<file path="config.mk">
export PLATFORM = sky130hd
export DESIGN_NAME = gmps_sequencer
export DESIGN_NICKNAME = d
export VERILOG_FILES = /design/src/shared/gmps_pkg.sv /design/src/rtl/gmps_stepper.sv /design/src/rtl/gmps_sequencer.sv
export VERILOG_INCLUDE_DIRS = /design/src /design/src/shared
export SDC_FILE = /design/constraint.sdc
export NUM_CORES = 1
export LEC_CHECK = 0
export BUFFER_PORTS_ARGS = -buffer_cell sky130_fd_sc_hd__buf_2
export CAP_MARGIN = 40
export CORE_MARGIN = 5
export CORE_UTILIZATION = 50
export DETAILED_ROUTE_END_ITERATION = 8
export PLACE_DENSITY = 0.79
export SYNTH_ARGS = -nofsm -noshare
export SYNTH_HDL_FRONTEND = slang
export SYNTH_SLANG_ARGS = --single-unit
</file>
<file path="constraint.sdc">
create_clock -name pclk -period 8.7 [get_ports pclk]
set_clock_uncertainty 0.1 [all_clocks]
set_input_delay 0.435 -clock pclk [delete_from_list [all_inputs] [get_ports pclk]]
set_output_delay 0.435 -clock pclk [all_outputs]
set_load 0.03 [all_outputs]
</file>
<file path="src/shared/gmps_cfg.svh">
// gmps_cfg.svh: offsets, field positions, codes and timing counts
// assumes inclusion by bare name from the package and the sim files
`ifndef GMPS_CFG_SVH
`define GMPS_CFG_SVH
`define GMPS_REG_PROFILE      12'h000
`define GMPS_REG_COMMAND      12'h004
`define GMPS_REG_TRAVEL_SPD   12'h008
`define GMPS_REG_GRIP_FORCE   12'h00C
`define GMPS_REG_OPEN_POS     12'h010
`define GMPS_REG_CLOSED_POS   12'h014
`define GMPS_REG_EXPECT_POS   12'h018
`define GMPS_REG_CHANGE_POS   12'h01C
`define GMPS_REG_WINDOW       12'h020
`define GMPS_REG_HANDSHAKE    12'h024
`define GMPS_REG_STATUS       12'h028
`define GMPS_REG_POSITION     12'h02C
`define GMPS_REG_SPEED        12'h030
`define GMPS_CMD_OPEN         16'h0100
`define GMPS_CMD_CLOSE        16'h0200
`define GMPS_ST_BUSY          0
`define GMPS_ST_AT_OPEN       1
`define GMPS_ST_AT_CLOSED     2
`define GMPS_ST_GRIPPED       3
`define GMPS_ST_LOCKED        4
`define GMPS_ST_EXPECT        5
`define GMPS_ST_PART_LOST     6
`define GMPS_ST_BAD_PROFILE   7
`define GMPS_ST_BLOCKED       8
`define GMPS_ST_ENERGIZED     9
`define GMPS_ST_FORCE_MODE    10
`define GMPS_UNLOCK_TIME_US   100
`define GMPS_CLK_MHZ          25
`define GMPS_UNLOCK_CYC       (`GMPS_UNLOCK_TIME_US * `GMPS_CLK_MHZ)
`define GMPS_STEP_DIV         25
`define GMPS_OVERSHOOT        16'h0020
`define GMPS_SLOW_DIV         2
`define GMPS_HOLD_NORMAL      8'h40
`define GMPS_HOLD_STRONG      8'h80
`endif

</file>
<file path="src/shared/gmps_pkg.sv">
// gmps_pkg: types shared by the sequencer and its stepper
// assumes gmps_cfg.svh is on the include path
package gmps_pkg;
`include "gmps_cfg.svh"
   typedef enum logic [3:0] {
      GMPS_IDLE    = 4'h0,
      GMPS_UNLOCK  = 4'h1,
      GMPS_POS     = 4'h2,
      GMPS_FORCE   = 4'h3,
      GMPS_BUILD   = 4'h4,
      GMPS_HOLD    = 4'h5,
      GMPS_OVER    = 4'h6,
      GMPS_BACK    = 4'h7,
      GMPS_HALT    = 4'h8
   } gmps_state_t;
   typedef struct packed {
      logic        valid;
      logic        grip;
      logic        inward;
      logic        skip_unlock;
      logic        hold_on;
      logic        slow;
      logic [7:0]  hold_cur;
   } gmps_prof_t;
   typedef struct packed {
      logic        step;
      logic        dir_up;
   } gmps_move_t;
endpackage : gmps_pkg

</file>
<file path="src/rtl/gmps_stepper.sv">
// gmps_stepper: position counter advanced by a divided step enable
// assumes a single pclk domain; speed 0 means stopped
module gmps_stepper
   import gmps_pkg::*;
(
   input  wire logic        pclk,
   input  wire logic        presetn,
   input  wire logic        run,
   input  wire logic        dir_up,
   input  wire logic [7:0]  speed,
   output logic      [15:0] position
);
   logic [15:0] acc_q;
   // step rate grows with speed; divider keeps one clock
   always_ff @(posedge pclk or negedge presetn) begin
      if (!presetn) begin
         acc_q    <= 16'h0000;
         position <= 16'h0000;
      end else if (run && speed != 8'h00) begin
         if (acc_q + {8'h00, speed} >= 16'(`GMPS_STEP_DIV * 4)) begin
            acc_q <= 16'h0000;
            if (dir_up)
               position <= position + 16'h0001;
            else if (position != 16'h0000)
               position <= position - 16'h0001;
         end else begin
            acc_q <= acc_q + {8'h00, speed};
         end
      end
   end
endmodule : gmps_stepper

</file>
<file path="src/rtl/gmps_sequencer.sv">
// gmps_sequencer: gripper jaw motion profile sequencer, APB slave
// assumes motor current sense and obstacle flag as async pins
//
// Behaviour
// - decode profile code into families 5x..9x and their sub-variants
// - positioning moves to open or closed end on command, travel speed
// - positioning ignores expected and changeover positions
// - positioning halts at obstacle, reversed command returns
// - profile 51 equals 50 without initial unlock
// - outward 0x0200 force-drives toward closed end until part or end
// - outward 0x0100 opens to open end in position mode
// - no part: brake, overshoot closed end, reverse, stop there
// - grip locks; release unlocks at travel speed then position mode
// - grip speed derived from grip force setting
// - profile 60 unlocks, detects current rise, builds force, de-energizes
// - profile 60 does not follow a slipped part, no loss flag
// - profile 61 equals 60 without unlock; controller keeps jaws unloaded
// - profile 63 holds energized, sets expected flag, loss runs to end
// - profile 64 is 63 with higher holding current
// - profile 65 is 60 but slower, force mostly from current
// - inward group swaps open and closed end roles
// - pre-positioned sub-codes 84/94 strong, 85/95 normal holding
// - inward 0x0100 grips toward open end, 0x0200 opens to closed
module gmps_sequencer
   import gmps_pkg::*;
(
   input  wire logic        pclk,
   input  wire logic        presetn,
   input  wire logic        psel,
   input  wire logic        penable,
   input  wire logic        pwrite,
   input  wire logic [11:0] paddr,
   input  wire logic [31:0] pwdata,
   output logic      [31:0] prdata,
   output logic             pready,
   output logic             pslverr,
   input  wire logic        current_rise_pin,
   input  wire logic        obstacle_pin,
   output logic             motor_run,
   output logic             motor_dir_up,
   output logic      [7:0]  motor_current,
   output logic             lock_engaged
);
   logic [7:0]  profile_code_q, profile_new_q;
   logic [15:0] command_word_q;
   logic [7:0]  travel_speed_setting_q, grip_force_setting_q;
   logic [15:0] open_end_position_q, closed_end_position_q;
   logic [15:0] expected_part_position_q, changeover_position_q;
   logic [15:0] part_position_window_q;
   logic        bad_profile_q, expect_q, lost_q, gripped_q, blocked_q;
   gmps_state_t state_q;
   gmps_prof_t  prof;
   logic [1:0]  cur_sync_q, obs_sync_q;
   logic        cur_rise, obstacle;
   logic [15:0] position, target_q, over_q;
   logic [7:0]  speed_q, derived_grip_speed;
   logic        dir_q, run_q, force_mode;
   logic [15:0] unlock_cnt_q;
   logic [15:0] cmd_prev_q;
   logic        apb_wr, apb_rd;

   // decoder is a function so the handshake check and the run share it
   function automatic gmps_prof_t decode(input logic [7:0] code);
      gmps_prof_t p;
      logic [3:0] grp, sub;
      p   = '0;
      grp = code > 8'd99 ? 4'hF : 4'(code / 8'd10);
      sub = 4'(code % 8'd10);
      p.hold_cur = `GMPS_HOLD_NORMAL;
      unique case (grp)
         4'h5: p.valid = (sub <= 4'h1);
         4'h6, 4'h7: p.valid = (sub <= 4'h1) || (sub >= 4'h3 && sub <= 4'h5);
         4'h8, 4'h9: p.valid = (sub <= 4'h1) || sub == 4'h4 || sub == 4'h5;
         default: p.valid = 1'b0;
      endcase
      p.grip        = (grp >= 4'h6);
      p.inward      = (grp == 4'h7) || (grp == 4'h9);
      p.skip_unlock = (sub == 4'h1);
      p.slow        = (grp <= 4'h7) && (sub == 4'h5);
      if (grp <= 4'h7) begin
         p.hold_on = (sub == 4'h3) || (sub == 4'h4);
         if (sub == 4'h4)
            p.hold_cur = `GMPS_HOLD_STRONG;
      end else begin
         p.hold_on = (sub == 4'h4) || (sub == 4'h5);
         if (sub == 4'h4)
            p.hold_cur = `GMPS_HOLD_STRONG;
      end
      return p;
   endfunction : decode

   assign prof = decode(profile_code_q);

   always_ff @(posedge pclk or negedge presetn) begin
      if (!presetn) begin
         cur_sync_q <= 2'b00;
         obs_sync_q <= 2'b00;
      end else begin
         cur_sync_q <= {cur_sync_q[0], current_rise_pin};
         obs_sync_q <= {obs_sync_q[0], obstacle_pin};
      end
   end
   assign cur_rise = cur_sync_q[1];
   assign obstacle = obs_sync_q[1];

   assign apb_wr = psel && penable && pwrite;
   assign apb_rd = psel && !penable && !pwrite;

   // zero-wait slave: pready always high once out of reset
   always_ff @(posedge pclk or negedge presetn) begin
      if (!presetn)
         pready <= 1'b0;
      else
         pready <= 1'b1;
   end

   always_ff @(posedge pclk or negedge presetn) begin
      if (!presetn) begin
         profile_new_q            <= 8'h00;
         command_word_q           <= 16'h0000;
         travel_speed_setting_q   <= 8'h32;
         grip_force_setting_q     <= 8'h32;
         open_end_position_q      <= 16'h0000;
         closed_end_position_q    <= 16'h0FA0;
         expected_part_position_q <= 16'h0000;
         changeover_position_q    <= 16'h0000;
         part_position_window_q   <= 16'h0032;
      end else if (apb_wr) begin
         unique case (paddr)
            `GMPS_REG_PROFILE:    profile_new_q <= pwdata[7:0];
            `GMPS_REG_COMMAND:    command_word_q <= pwdata[15:0];
            `GMPS_REG_TRAVEL_SPD: travel_speed_setting_q <= pwdata[7:0];
            `GMPS_REG_GRIP_FORCE: grip_force_setting_q <= pwdata[7:0];
            `GMPS_REG_OPEN_POS:   open_end_position_q <= pwdata[15:0];
            `GMPS_REG_CLOSED_POS: closed_end_position_q <= pwdata[15:0];
            `GMPS_REG_EXPECT_POS: expected_part_position_q <= pwdata[15:0];
            `GMPS_REG_CHANGE_POS: changeover_position_q <= pwdata[15:0];
            `GMPS_REG_WINDOW:     part_position_window_q <= pwdata[15:0];
            default: ;
         endcase
      end
   end

   // profile takes effect only through the handshake write
   always_ff @(posedge pclk or negedge presetn) begin
      if (!presetn) begin
         profile_code_q <= 8'h00;
         bad_profile_q  <= 1'b1;
      end else if (apb_wr && paddr == `GMPS_REG_HANDSHAKE &&
                   pwdata[0]) begin
         profile_code_q <= profile_new_q;
         bad_profile_q  <= !decode(profile_new_q).valid;
      end
   end

   always_ff @(posedge pclk or negedge presetn) begin
      if (!presetn) begin
         prdata  <= 32'h0000_0000;
         pslverr <= 1'b0;
      end else if (psel && !penable) begin
         pslverr <= 1'b0;
         prdata  <= 32'h0000_0000;
         if (apb_rd) begin
            unique case (paddr)
               `GMPS_REG_PROFILE:    prdata <= {24'h0, profile_code_q};
               `GMPS_REG_COMMAND:    prdata <= {16'h0, command_word_q};
               `GMPS_REG_TRAVEL_SPD: prdata <= {24'h0, travel_speed_setting_q};
               `GMPS_REG_GRIP_FORCE: prdata <= {24'h0, grip_force_setting_q};
               `GMPS_REG_OPEN_POS:   prdata <= {16'h0, open_end_position_q};
               `GMPS_REG_CLOSED_POS: prdata <= {16'h0, closed_end_position_q};
               `GMPS_REG_EXPECT_POS: prdata <= {16'h0,
                                                expected_part_position_q};
               `GMPS_REG_CHANGE_POS: prdata <= {16'h0, changeover_position_q};
               `GMPS_REG_WINDOW:     prdata <= {16'h0, part_position_window_q};
               `GMPS_REG_HANDSHAKE:  prdata <= 32'h0000_0000;
               `GMPS_REG_STATUS:     prdata <= {21'h0, force_mode,
                  prof.hold_on && state_q == GMPS_HOLD, blocked_q,
                  bad_profile_q, lost_q, expect_q, lock_engaged, gripped_q,
                  position == target_q && state_q == GMPS_IDLE,
                  position == open_end_position_q, state_q != GMPS_IDLE};
               `GMPS_REG_POSITION:   prdata <= {16'h0, position};
               `GMPS_REG_SPEED:      prdata <= {24'h0, speed_q};
               default:              pslverr <= 1'b1;
            endcase
         end else if (paddr > `GMPS_REG_SPEED || paddr[1:0] != 2'b00) begin
            pslverr <= 1'b1;
         end
      end
   end

   // force comes from speed and current; slow profile halves the speed
   always_comb begin
      derived_grip_speed = grip_force_setting_q;
      if (prof.slow)
         derived_grip_speed = grip_force_setting_q >> 1;
   end
   assign force_mode = (state_q == GMPS_FORCE) || (state_q == GMPS_BUILD);

   gmps_stepper u_step (
      .pclk     (pclk),
      .presetn  (presetn),
      .run      (run_q && (position != target_q || state_q == GMPS_OVER)),
      .dir_up   (dir_q),
      .speed    (speed_q),
      .position (position)
   );

   // the grip command is 0x0200 outward, 0x0100 inward
   logic cmd_grip, cmd_open, cmd_new;
   logic [15:0] grip_end, rel_end;
   assign cmd_new  = command_word_q != cmd_prev_q;
   assign cmd_grip = prof.inward ? command_word_q == `GMPS_CMD_OPEN
                                 : command_word_q == `GMPS_CMD_CLOSE;
   assign cmd_open = prof.inward ? command_word_q == `GMPS_CMD_CLOSE
                                 : command_word_q == `GMPS_CMD_OPEN;
   assign grip_end = prof.inward ? open_end_position_q
                                 : closed_end_position_q;
   assign rel_end  = prof.inward ? closed_end_position_q
                                 : open_end_position_q;

   always_ff @(posedge pclk or negedge presetn) begin
      if (!presetn) begin
         state_q      <= GMPS_IDLE;
         target_q     <= 16'h0000;
         over_q       <= 16'h0000;
         speed_q      <= 8'h00;
         dir_q        <= 1'b0;
         run_q        <= 1'b0;
         unlock_cnt_q <= 16'h0000;
         cmd_prev_q   <= 16'h0000;
         gripped_q    <= 1'b0;
         expect_q     <= 1'b0;
         lost_q       <= 1'b0;
         blocked_q    <= 1'b0;
         lock_engaged <= 1'b0;
      end else begin
         cmd_prev_q <= command_word_q;
         unique case (state_q)
            GMPS_IDLE, GMPS_HALT, GMPS_HOLD: begin
               if (state_q == GMPS_HOLD && prof.hold_on &&
                   !cur_rise && position != grip_end) begin
                  // part slipped: energized jaws follow to the end
                  state_q <= GMPS_POS;
                  target_q <= grip_end;
                  dir_q    <= grip_end > position;
                  speed_q  <= derived_grip_speed;
                  run_q    <= 1'b1;
                  expect_q <= 1'b0;
                  lost_q   <= 1'b1;
               end else if (cmd_new && !bad_profile_q &&
                            (cmd_grip || cmd_open)) begin
                  lost_q    <= 1'b0;
                  blocked_q <= 1'b0;
                  expect_q  <= 1'b0;
                  gripped_q <= 1'b0;
                  // positioning targets ends only
                  target_q  <= prof.grip ? (cmd_grip ? grip_end : rel_end)
                     : (command_word_q == `GMPS_CMD_CLOSE ?
                        closed_end_position_q : open_end_position_q);
                  if (!prof.skip_unlock && lock_engaged) begin
                     state_q      <= GMPS_UNLOCK;
                     unlock_cnt_q <= 16'(`GMPS_UNLOCK_CYC);
                     speed_q      <= travel_speed_setting_q;
                     dir_q        <= !(grip_end > rel_end);
                     run_q        <= 1'b1;
                  end else begin
                     state_q <= (prof.grip && cmd_grip) ? GMPS_FORCE
                                                        : GMPS_POS;
                     run_q   <= 1'b0;
                  end
                  lock_engaged <= 1'b0;
               end else if (state_q == GMPS_HOLD && !prof.hold_on) begin
                  run_q <= 1'b0;
               end
            end
            GMPS_UNLOCK: begin
               if (unlock_cnt_q == 16'h0001) begin
                  run_q   <= 1'b0;
                  state_q <= (prof.grip && cmd_grip) ? GMPS_FORCE : GMPS_POS;
               end
               unlock_cnt_q <= unlock_cnt_q - 16'h0001;
            end
            GMPS_POS: begin
               speed_q <= travel_speed_setting_q;
               dir_q   <= target_q > position;
               run_q   <= position != target_q;
               if (!prof.grip && obstacle) begin
                  run_q     <= 1'b0;
                  blocked_q <= 1'b1;
                  state_q   <= GMPS_HALT;
               end else if (position == target_q) begin
                  run_q   <= 1'b0;
                  state_q <= GMPS_IDLE;
               end
            end
            GMPS_FORCE: begin
               speed_q <= derived_grip_speed;
               dir_q   <= target_q > position;
               run_q   <= 1'b1;
               if (cur_rise) begin
                  state_q <= GMPS_BUILD;
               end else if (position == target_q) begin
                  // no part: run past the end, then come back
                  over_q  <= dir_q ? target_q + `GMPS_OVERSHOOT
                                   : target_q - `GMPS_OVERSHOOT;
                  state_q <= GMPS_OVER;
               end
            end
            GMPS_BUILD: begin
               run_q        <= 1'b0;
               gripped_q    <= 1'b1;
               lock_engaged <= 1'b1;
               expect_q     <= prof.hold_on;
               state_q      <= GMPS_HOLD;
            end
            GMPS_OVER: begin
               dir_q   <= over_q > position;
               if (position == over_q) begin
                  dir_q   <= !dir_q;
                  state_q <= GMPS_BACK;
               end
            end
            GMPS_BACK: begin
               if (position == target_q) begin
                  run_q   <= 1'b0;
                  state_q <= GMPS_IDLE;
               end
            end
            default: state_q <= GMPS_IDLE;
         endcase
      end
   end

   // outputs registered; holding current only in energized hold
   always_ff @(posedge pclk or negedge presetn) begin
      if (!presetn) begin
         motor_run     <= 1'b0;
         motor_dir_up  <= 1'b0;
         motor_current <= 8'h00;
      end else begin
         motor_run    <= run_q;
         motor_dir_up <= dir_q;
         if (state_q == GMPS_HOLD && prof.hold_on)
            motor_current <= prof.hold_cur;
         else if (run_q)
            motor_current <= prof.slow ? `GMPS_HOLD_STRONG : speed_q;
         else
            motor_current <= 8'h00;
      end
   end
endmodule : gmps_sequencer

</file>
# ---- Word-level counts from Yosys, hierarchy flattened
# Index checks and enable logic that the tools add are counted.
dict set report totals {
  in_bits 51
  out_inout_bits 45
  reg_bits 291
}
dict set report op_classes {
  addsub 6
  n_reduce_logical 79
  n_mux 69
  n_div 4
  n_eq_ne 53
  bitwise_logic 1
  magnitude_cmp 13
}
# cell count
set ops {}
lappend ops {{16-bit two-way mux} 15}
lappend ops {{16-bit one-hot mux with 12 select lines} 1}
lappend ops {{16-bit > comparator} 4}
lappend ops {{8-bit two-way mux} 8}
lappend ops {{12-bit by 6-bit == test with 1-bit output (second input constant)} 5}
lappend ops {{12-bit by 5-bit == test with 1-bit output (second input constant)} 4}
lappend ops {{16-bit == test} 3}
lappend ops {{4-bit by 3-bit == test with 1-bit output (second input constant)} 12}
lappend ops {{16-bit != test} 3}
lappend ops {{4-bit two-way mux} 10}
lappend ops {{16-bit one-hot mux with 2 select lines} 1}
lappend ops {{16-bit by 1-bit subtractor with 16-bit output (second input constant)} 2}
lappend ops {{4-bit one-hot mux with 7 select lines} 1}
lappend ops {{1-bit two-way mux} 25}
lappend ops {{12-bit by 4-bit == test with 1-bit output (second input constant)} 2}
lappend ops {{8-bit one-hot mux with 3 select lines} 1}
lappend ops {{2-bit AND reduction} 11}
lappend ops {{1-bit logical AND} 20}
lappend ops {{16-bit by 1-bit adder with 16-bit output (second input constant)} 1}
lappend ops {{16-bit by 6-bit adder with 16-bit output (second input constant)} 1}
lappend ops {{16-bit by 8-bit adder with 16-bit output} 1}
lappend ops {{8-bit by 4-bit divider with 8-bit output (second input constant)} 2}
lappend ops {{16-bit by 1-bit == test with 1-bit output (second input constant)} 1}
lappend ops {{16-bit by 10-bit == test with 1-bit output (second input constant)} 1}
lappend ops {{38 further kinds} 90}

# ---- Logic depth before layout (Yosys ltp)
dict set report depth {
  depth_word 11
  ltp_mapped 24
}

# ---- Cells and area by module
# From an unflattened synthesis, not the netlist that was laid out.
dict set report hier_totals {
  cells_unflattened 1698
  hier_area_um2 17169.0
}
# mod instances seq_area_each_um2 area_each_um2 cells_each
set by_module_without_submodules {}
lappend by_module_without_submodules {gmps_sequencer 1 6100.9 14759.2 1443}
lappend by_module_without_submodules {gmps_stepper 1 800.8 2409.8 255}

# ---- Worst setup path after synthesis
# Ideal clock, no wire load.
dict set report synth_timing {
  path_kind {register -> register}
  from {register profile_code_q[7]}
  to {register speed_q[0]}
  path_buffers 5
  required_ps 8475
  arrival_ps 4420
  period_less_slack_ps 4645
  setup_ps 125
  setup_slack_ps 4055
  path_stages_with_launch 21
  cell_sequence {dfrtp_1 > buf_2 > buf_6 > o41ai_1 > a22oi_1 > o21ai_2 > buf_6 > buf_2 > mux2_2 > ha_1 > and4_1 > and3_1 > a21oi_1 > and3_1 > o2111ai_1 > o21ai_2 > nand2b_1 > buf_4 > nor2_1 > a21oi_4 > mux2_2}
}
dict set report synth_via {
  elab_chain_cells 9
}
# element line_no
set synth_rtl {}
lappend synth_rtl {{start, declared} gmps_sequencer.sv:44} ;# logic [7:0] profile_code_q, profile_new_q;
lappend synth_rtl {{start signal, assigned} gmps_sequencer.sv:151} ;# profile_code_q <= profile_new_q;
lappend synth_rtl {{8-bit by 4-bit divider with 8-bit output, or another cell as far along} gmps_sequencer.sv:67} ;# grp = code > 8'd99 ? 4'hF : 4'(code / 8'd10);
lappend synth_rtl {{4-bit two-way mux, or another cell as far along} gmps_sequencer.sv:67}
lappend synth_rtl {{4-bit by 3-bit == test with 1-bit output, or another cell as far along} --}
lappend synth_rtl {{1-bit logical OR / 1-bit two-way mux (equally long branches)} {gmps_sequencer.sv:77, gmps_sequencer.sv:80}}
lappend synth_rtl {{16-bit two-way mux, or another cell as far along} gmps_sequencer.sv:216} ;# assign grip_end = prof.inward ? open_end_position_q
lappend synth_rtl {{16-bit != test, or another cell as far along} gmps_sequencer.sv:241} ;# !cur_rise && position != grip_end) begin
lappend synth_rtl {{1-bit logical AND, on equally long branches} {gmps_sequencer.sv:241, gmps_sequencer.sv:250}}
lappend synth_rtl {{3-bit != test (no line) / 8-bit two-way mux (equally long branches)} --}
lappend synth_rtl {{3-bit AND reduction (no line) / 8-bit one-hot mux with 3 select lines (equally long branches)} --}
lappend synth_rtl {{end signal, assigned} gmps_sequencer.sv:246} ;# speed_q <= derived_grip_speed;
lappend synth_rtl {{end signal, assigned} gmps_sequencer.sv:263} ;# speed_q <= travel_speed_setting_q;
lappend synth_rtl {{end signal, assigned} gmps_sequencer.sv:284} ;# speed_q <= travel_speed_setting_q;
lappend synth_rtl {{end, declared} gmps_sequencer.sv:56} ;# logic [7:0] speed_q, derived_grip_speed;
# Parallel ways exist; a longest one is shown, timed or not.
# A chain may end at the register's enable or synchronous reset.

# ---- Final worst setup path
dict set report layout_timing {
  from {register profile_code_q[5]}
  to {register speed_q[4]}
}
# The elaborated chain is that of the path after synthesis.

==> impl_metrics.tcl <==
set metrics [dict create \
    firstDrtPassIters 6 \
    yosys_warnings 0 \
    dp_hpwl_microns 32700 \
    rows 67 \
    grt_pass1_vias 13500 \
    worst_pin_slew_ns 1.07 \
    areaGrowthSynthToFinish_pct 10.3 \
    rr_endpoint "speed_q[4]" \
    gp_congestion 0.943 \
    status "finished clean" \
    start_util_pct 50.6 \
    path_max_fanout 33 \
    vdd.ir_drop.worst_mv 0.144 \
    cts-resized-gates 0 \
    critPathArrivalTime_ns 6.46 \
    p_leak_nw 8.65 \
    finalSetupViolCount 0 \
    whs_path_depth 3 \
    start_kind "register" \
    ctsHtreeMaxLevel 1 \
    endpoint_kind "register" \
    rsz0062_at_grt "no" \
    io_buffers 63 \
    grt_remaining_overflow 0 \
    cts-root-buf "clkbuf_16" \
    r2r_start "profile_code_q[5]" \
    whs_endpoint "closed_end_position_q[9]" \
    grt_start_max_net_pins 143 \
    crit_type "reg2reg" \
    synth_edf_count 0 \
    synth_ff_type "dfrtp_1" \
    nFillCells 2863 \
    drt_iter0_drc 1320 \
    netlist_instances 1717 \
    core_sq_um 33500 \
    cts.clk_slew.worst_paths_ns 0.07 \
    cp.required_ns 9.05 \
    seq_area_frac_synth_pct 40.7 \
    dieArea_sq_um 37700 \
    fmax_mhz 164 \
    max_stage_delay_ns 0.77 \
    post-route-min-period_ns 6.12 \
    via_count 13900 \
    syn_area_per_cell_sq_um 9.88 \
    ff2ff_setup_slack_ns 2.58 \
    drv_cap 0 \
    slowest_stage "dfrtp_1" \
    layout-drive-gt1-share_pct 19.2 \
    insertion_delay_ns 0.56 \
    clock_sinks 275 \
    cts_max_path_buffers 3 \
    finalHoldViolCount 0 \
    cpLargestDelayFamily "compound AO/OA/AOI/OAI gates" \
    tns_ns 0 \
    wl_per_cell_microns 20.6 \
    fin_crit_sh_pct 70.3 \
    max-slew-margin-rel_pct 28.4 \
    whs_ns 0.0671 \
    cp_num_buf_inv 1 \
    dieWidth_microns 194 \
    drcViolationCount 0 \
    ys_types 87 \
    grt_usage_pct 23.5 \
    die_h_microns 194 \
    viasPerCell 6.25 \
    synth-seq-cells 275 \
    postRouteAntennaNets 0 \
    grt_pass1_wl_microns 73500 \
    synth_area_sq_um 17000 \
    final_nets 1891 \
    postLayoutCoreUtil_pct 55.8 \
    powerDensity_nw_per_um2 144 \
    path_cells "nand2b_1 > nor3_1 > o41ai_1 > a22oi_1 > o21ai_2 > buf_4 > mux2_2 > ha_1 > and4_1 > and3_1 > a21oi_1 > nand3_1 > o21ai_2 > nand2b_1 > nor2_1 > a21oi_4 > mux2_2" \
    ios 96 \
    antennaDiodeCount 0 \
    min-delay-path-class "in2reg" \
    rr_worst_depth 17 \
    slew_violations 0 \
    cts_buffers 29 \
    drt_wl_total_microns 45800 \
    cts_tree "built" \
    synthArstFlopShare_pct 100 \
    holdCritStartpoint "pwdata[9]" \
    antenna_found_initial 0 \
]
## worst reg2reg max path, delay by kind of cell (launching register included)
kind | cells | cell delay (ns)
AND/OR/NAND/NOR | 7 | 1.42
buffers and inverters | 1 | 0.37
flip-flops | 1 | 0.77
adder cells (fa/ha/maj) | 1 | 0.28
AO/OA/AOI/OAI | 6 | 2.26
multiplexers | 2 | 0.81
## layout make-up
cell class              count  area, sq um  area share, %
clock buffers              33          771           4.12
clock inverters            21          269           1.44
inverters                  60          225           1.20
multi-input cells        1298         9410           50.3
flip-flops and latches    275         6900           36.9
well taps                 448          561           3.00
repair buffers             90          578           3.09
## placed cells by master (no fill, tap or decap), types with 13 or more instances in the layout
cell,synthesis,routed
a21o_1,19,19
a22o_1,19,19
buf_4,18,19
a22oi_1,56,56
a222oi_1,14,14
ha_1,83,83
nand3_1,50,50
a221oi_1,13,13
o21ai_0,102,102
nor2b_1,30,30
a221o_1,18,18
nor4_1,19,19
buf_2,19,62
a31oi_1,15,15
nor2_1,113,112
nand2_1,126,126
clkbuf_16,0,29
conb_1,2,17
dfstp_2,16,16
xor2_1,16,16
mux2_2,148,148
a21oi_1,65,65
inv_1,60,60
nand2b_1,29,29
nor3_1,40,39
nand4_1,20,20
xnor2_1,72,72
dfrtp_1,259,259
and2_1,15,15
## how the worst max path moves through the flow
stage | start | to | cells past startpoint
4_1_cts | profile_code_q[5] | speed_q[4] | 17
3_3_place_gp | profile_code_q[5] | speed_q[5] | 17
6_report | profile_code_q[5] | speed_q[4] | 17
2_1_floorplan | profile_code_q[7] | speed_q[0] | 20
3_5_place_dp | profile_code_q[5] | speed_q[3] | 17
5_1_grt | profile_code_q[6] | speed_q[4] | 17
## cells in the mapped netlist, drive strengths merged (5+ instances only)
| master | count | area share (%) |
|---|---|---|
| inv | 60 | 1.3 |
| a31oi | 15 | 0.55 |
| or4 | 5 | 0.22 |
| mux2i | 11 | 0.65 |
| xor2 | 16 | 0.83 |
| or3 | 8 | 0.30 |
| buf | 44 | 1.7 |
| a221oi | 13 | 0.67 |
| a222oi | 14 | 0.83 |
| a221o | 18 | 1.1 |
| nor4 | 19 | 0.70 |
| and3 | 10 | 0.37 |
| a22o | 19 | 0.98 |
| and2 | 15 | 0.55 |
| nand3b | 10 | 0.44 |
| nand2 | 126 | 2.8 |
| ha | 83 | 6.1 |
| o21bai | 11 | 0.49 |
| dfrtp | 259 | 38 |
| a21o | 19 | 0.84 |
| clkbuf | 55 | 1.2 |
| dfstp | 16 | 2.5 |
| maj3 | 11 | 0.65 |
| nor3b | 5 | 0.22 |
| mux2 | 150 | 10 |
| o21ai | 106 | 3.2 |
| o31ai | 10 | 0.44 |
| a21oi | 68 | 2.1 |
| xnor2 | 72 | 3.7 |
| nand2b | 29 | 1.1 |
| nand4 | 20 | 0.74 |
| nor2b | 31 | 1.2 |
| a22oi | 56 | 2.5 |
| o22ai | 10 | 0.37 |
| nor2 | 116 | 2.6 |
| nor3 | 47 | 1.6 |
| a211oi | 10 | 0.44 |
| nand3 | 51 | 1.5 |
| o21a | 11 | 0.49 |
## timing repair
action | 4_1_cts | 5_1_grt
endpoints found under the hold margin | 101 | 0
buffers inserted | 0 | 0
hold buffers | 3 | 0
## through the flow
step	power [mW]	setup WS (ns)	cells	instance area (sq um)
2_1_floorplan	1.33	4.05	1732	17000
5_1_grt	2.79	2.29	2225	18700
4_1_cts	2.72	2.72	2224	18700
3_5_place_dp	1.38	2.74	2167	17600
6_report	2.70	2.58	2225	18700
3_3_place_gp	1.37	2.80	2162	17600
## where the power goes
group,switching [mW],internal (mW)
Clock,0.552,0.792
Sequential,0.00264,1.28
Combinational,0.0573,0.0140
## logic make-up (layout without fill, tap and decap cells)
logic type / count (synthesis) / after routing / share of synthesized area [%]
AO/OA/AOI/OAI: 422 / 422 / 17.3
XOR/XNOR: 88 / 88 / 4.54
adder cells (fa/ha/maj): 97 / 97 / 7.13
buffers and inverters: 159 / 204 / 4.29
flip-flops: 275 / 275 / 40.7
multiplexers: 161 / 161 / 10.6
other: 2 / 17 / 0.0443
AND/OR/NAND/NOR: 513 / 513 / 15.4
## sequential cells by signal (all words and copies together), names as in the netlist, 16 cells and up
register	cells
open_end_position_q	16
over_q	16
expected_part_position_q	16
target_q	16
command_word_q	16
u_step.position	16
cmd_prev_q	16
unlock_cnt_q	16
closed_end_position_q	16
part_position_window_q	16
prdata	16
u_step.acc_q	16
changeover_position_q	16
## routing by layer
layer	track usage (%)	vias up	wire length, microns
met5	0	-	0
met1	33.2	6842	19400
met3	3.94	99	3770
met2	37.9	598	21400
met4	6.15	0	1320
li1	-	6374	-
(Power assumes the default switching activity.)
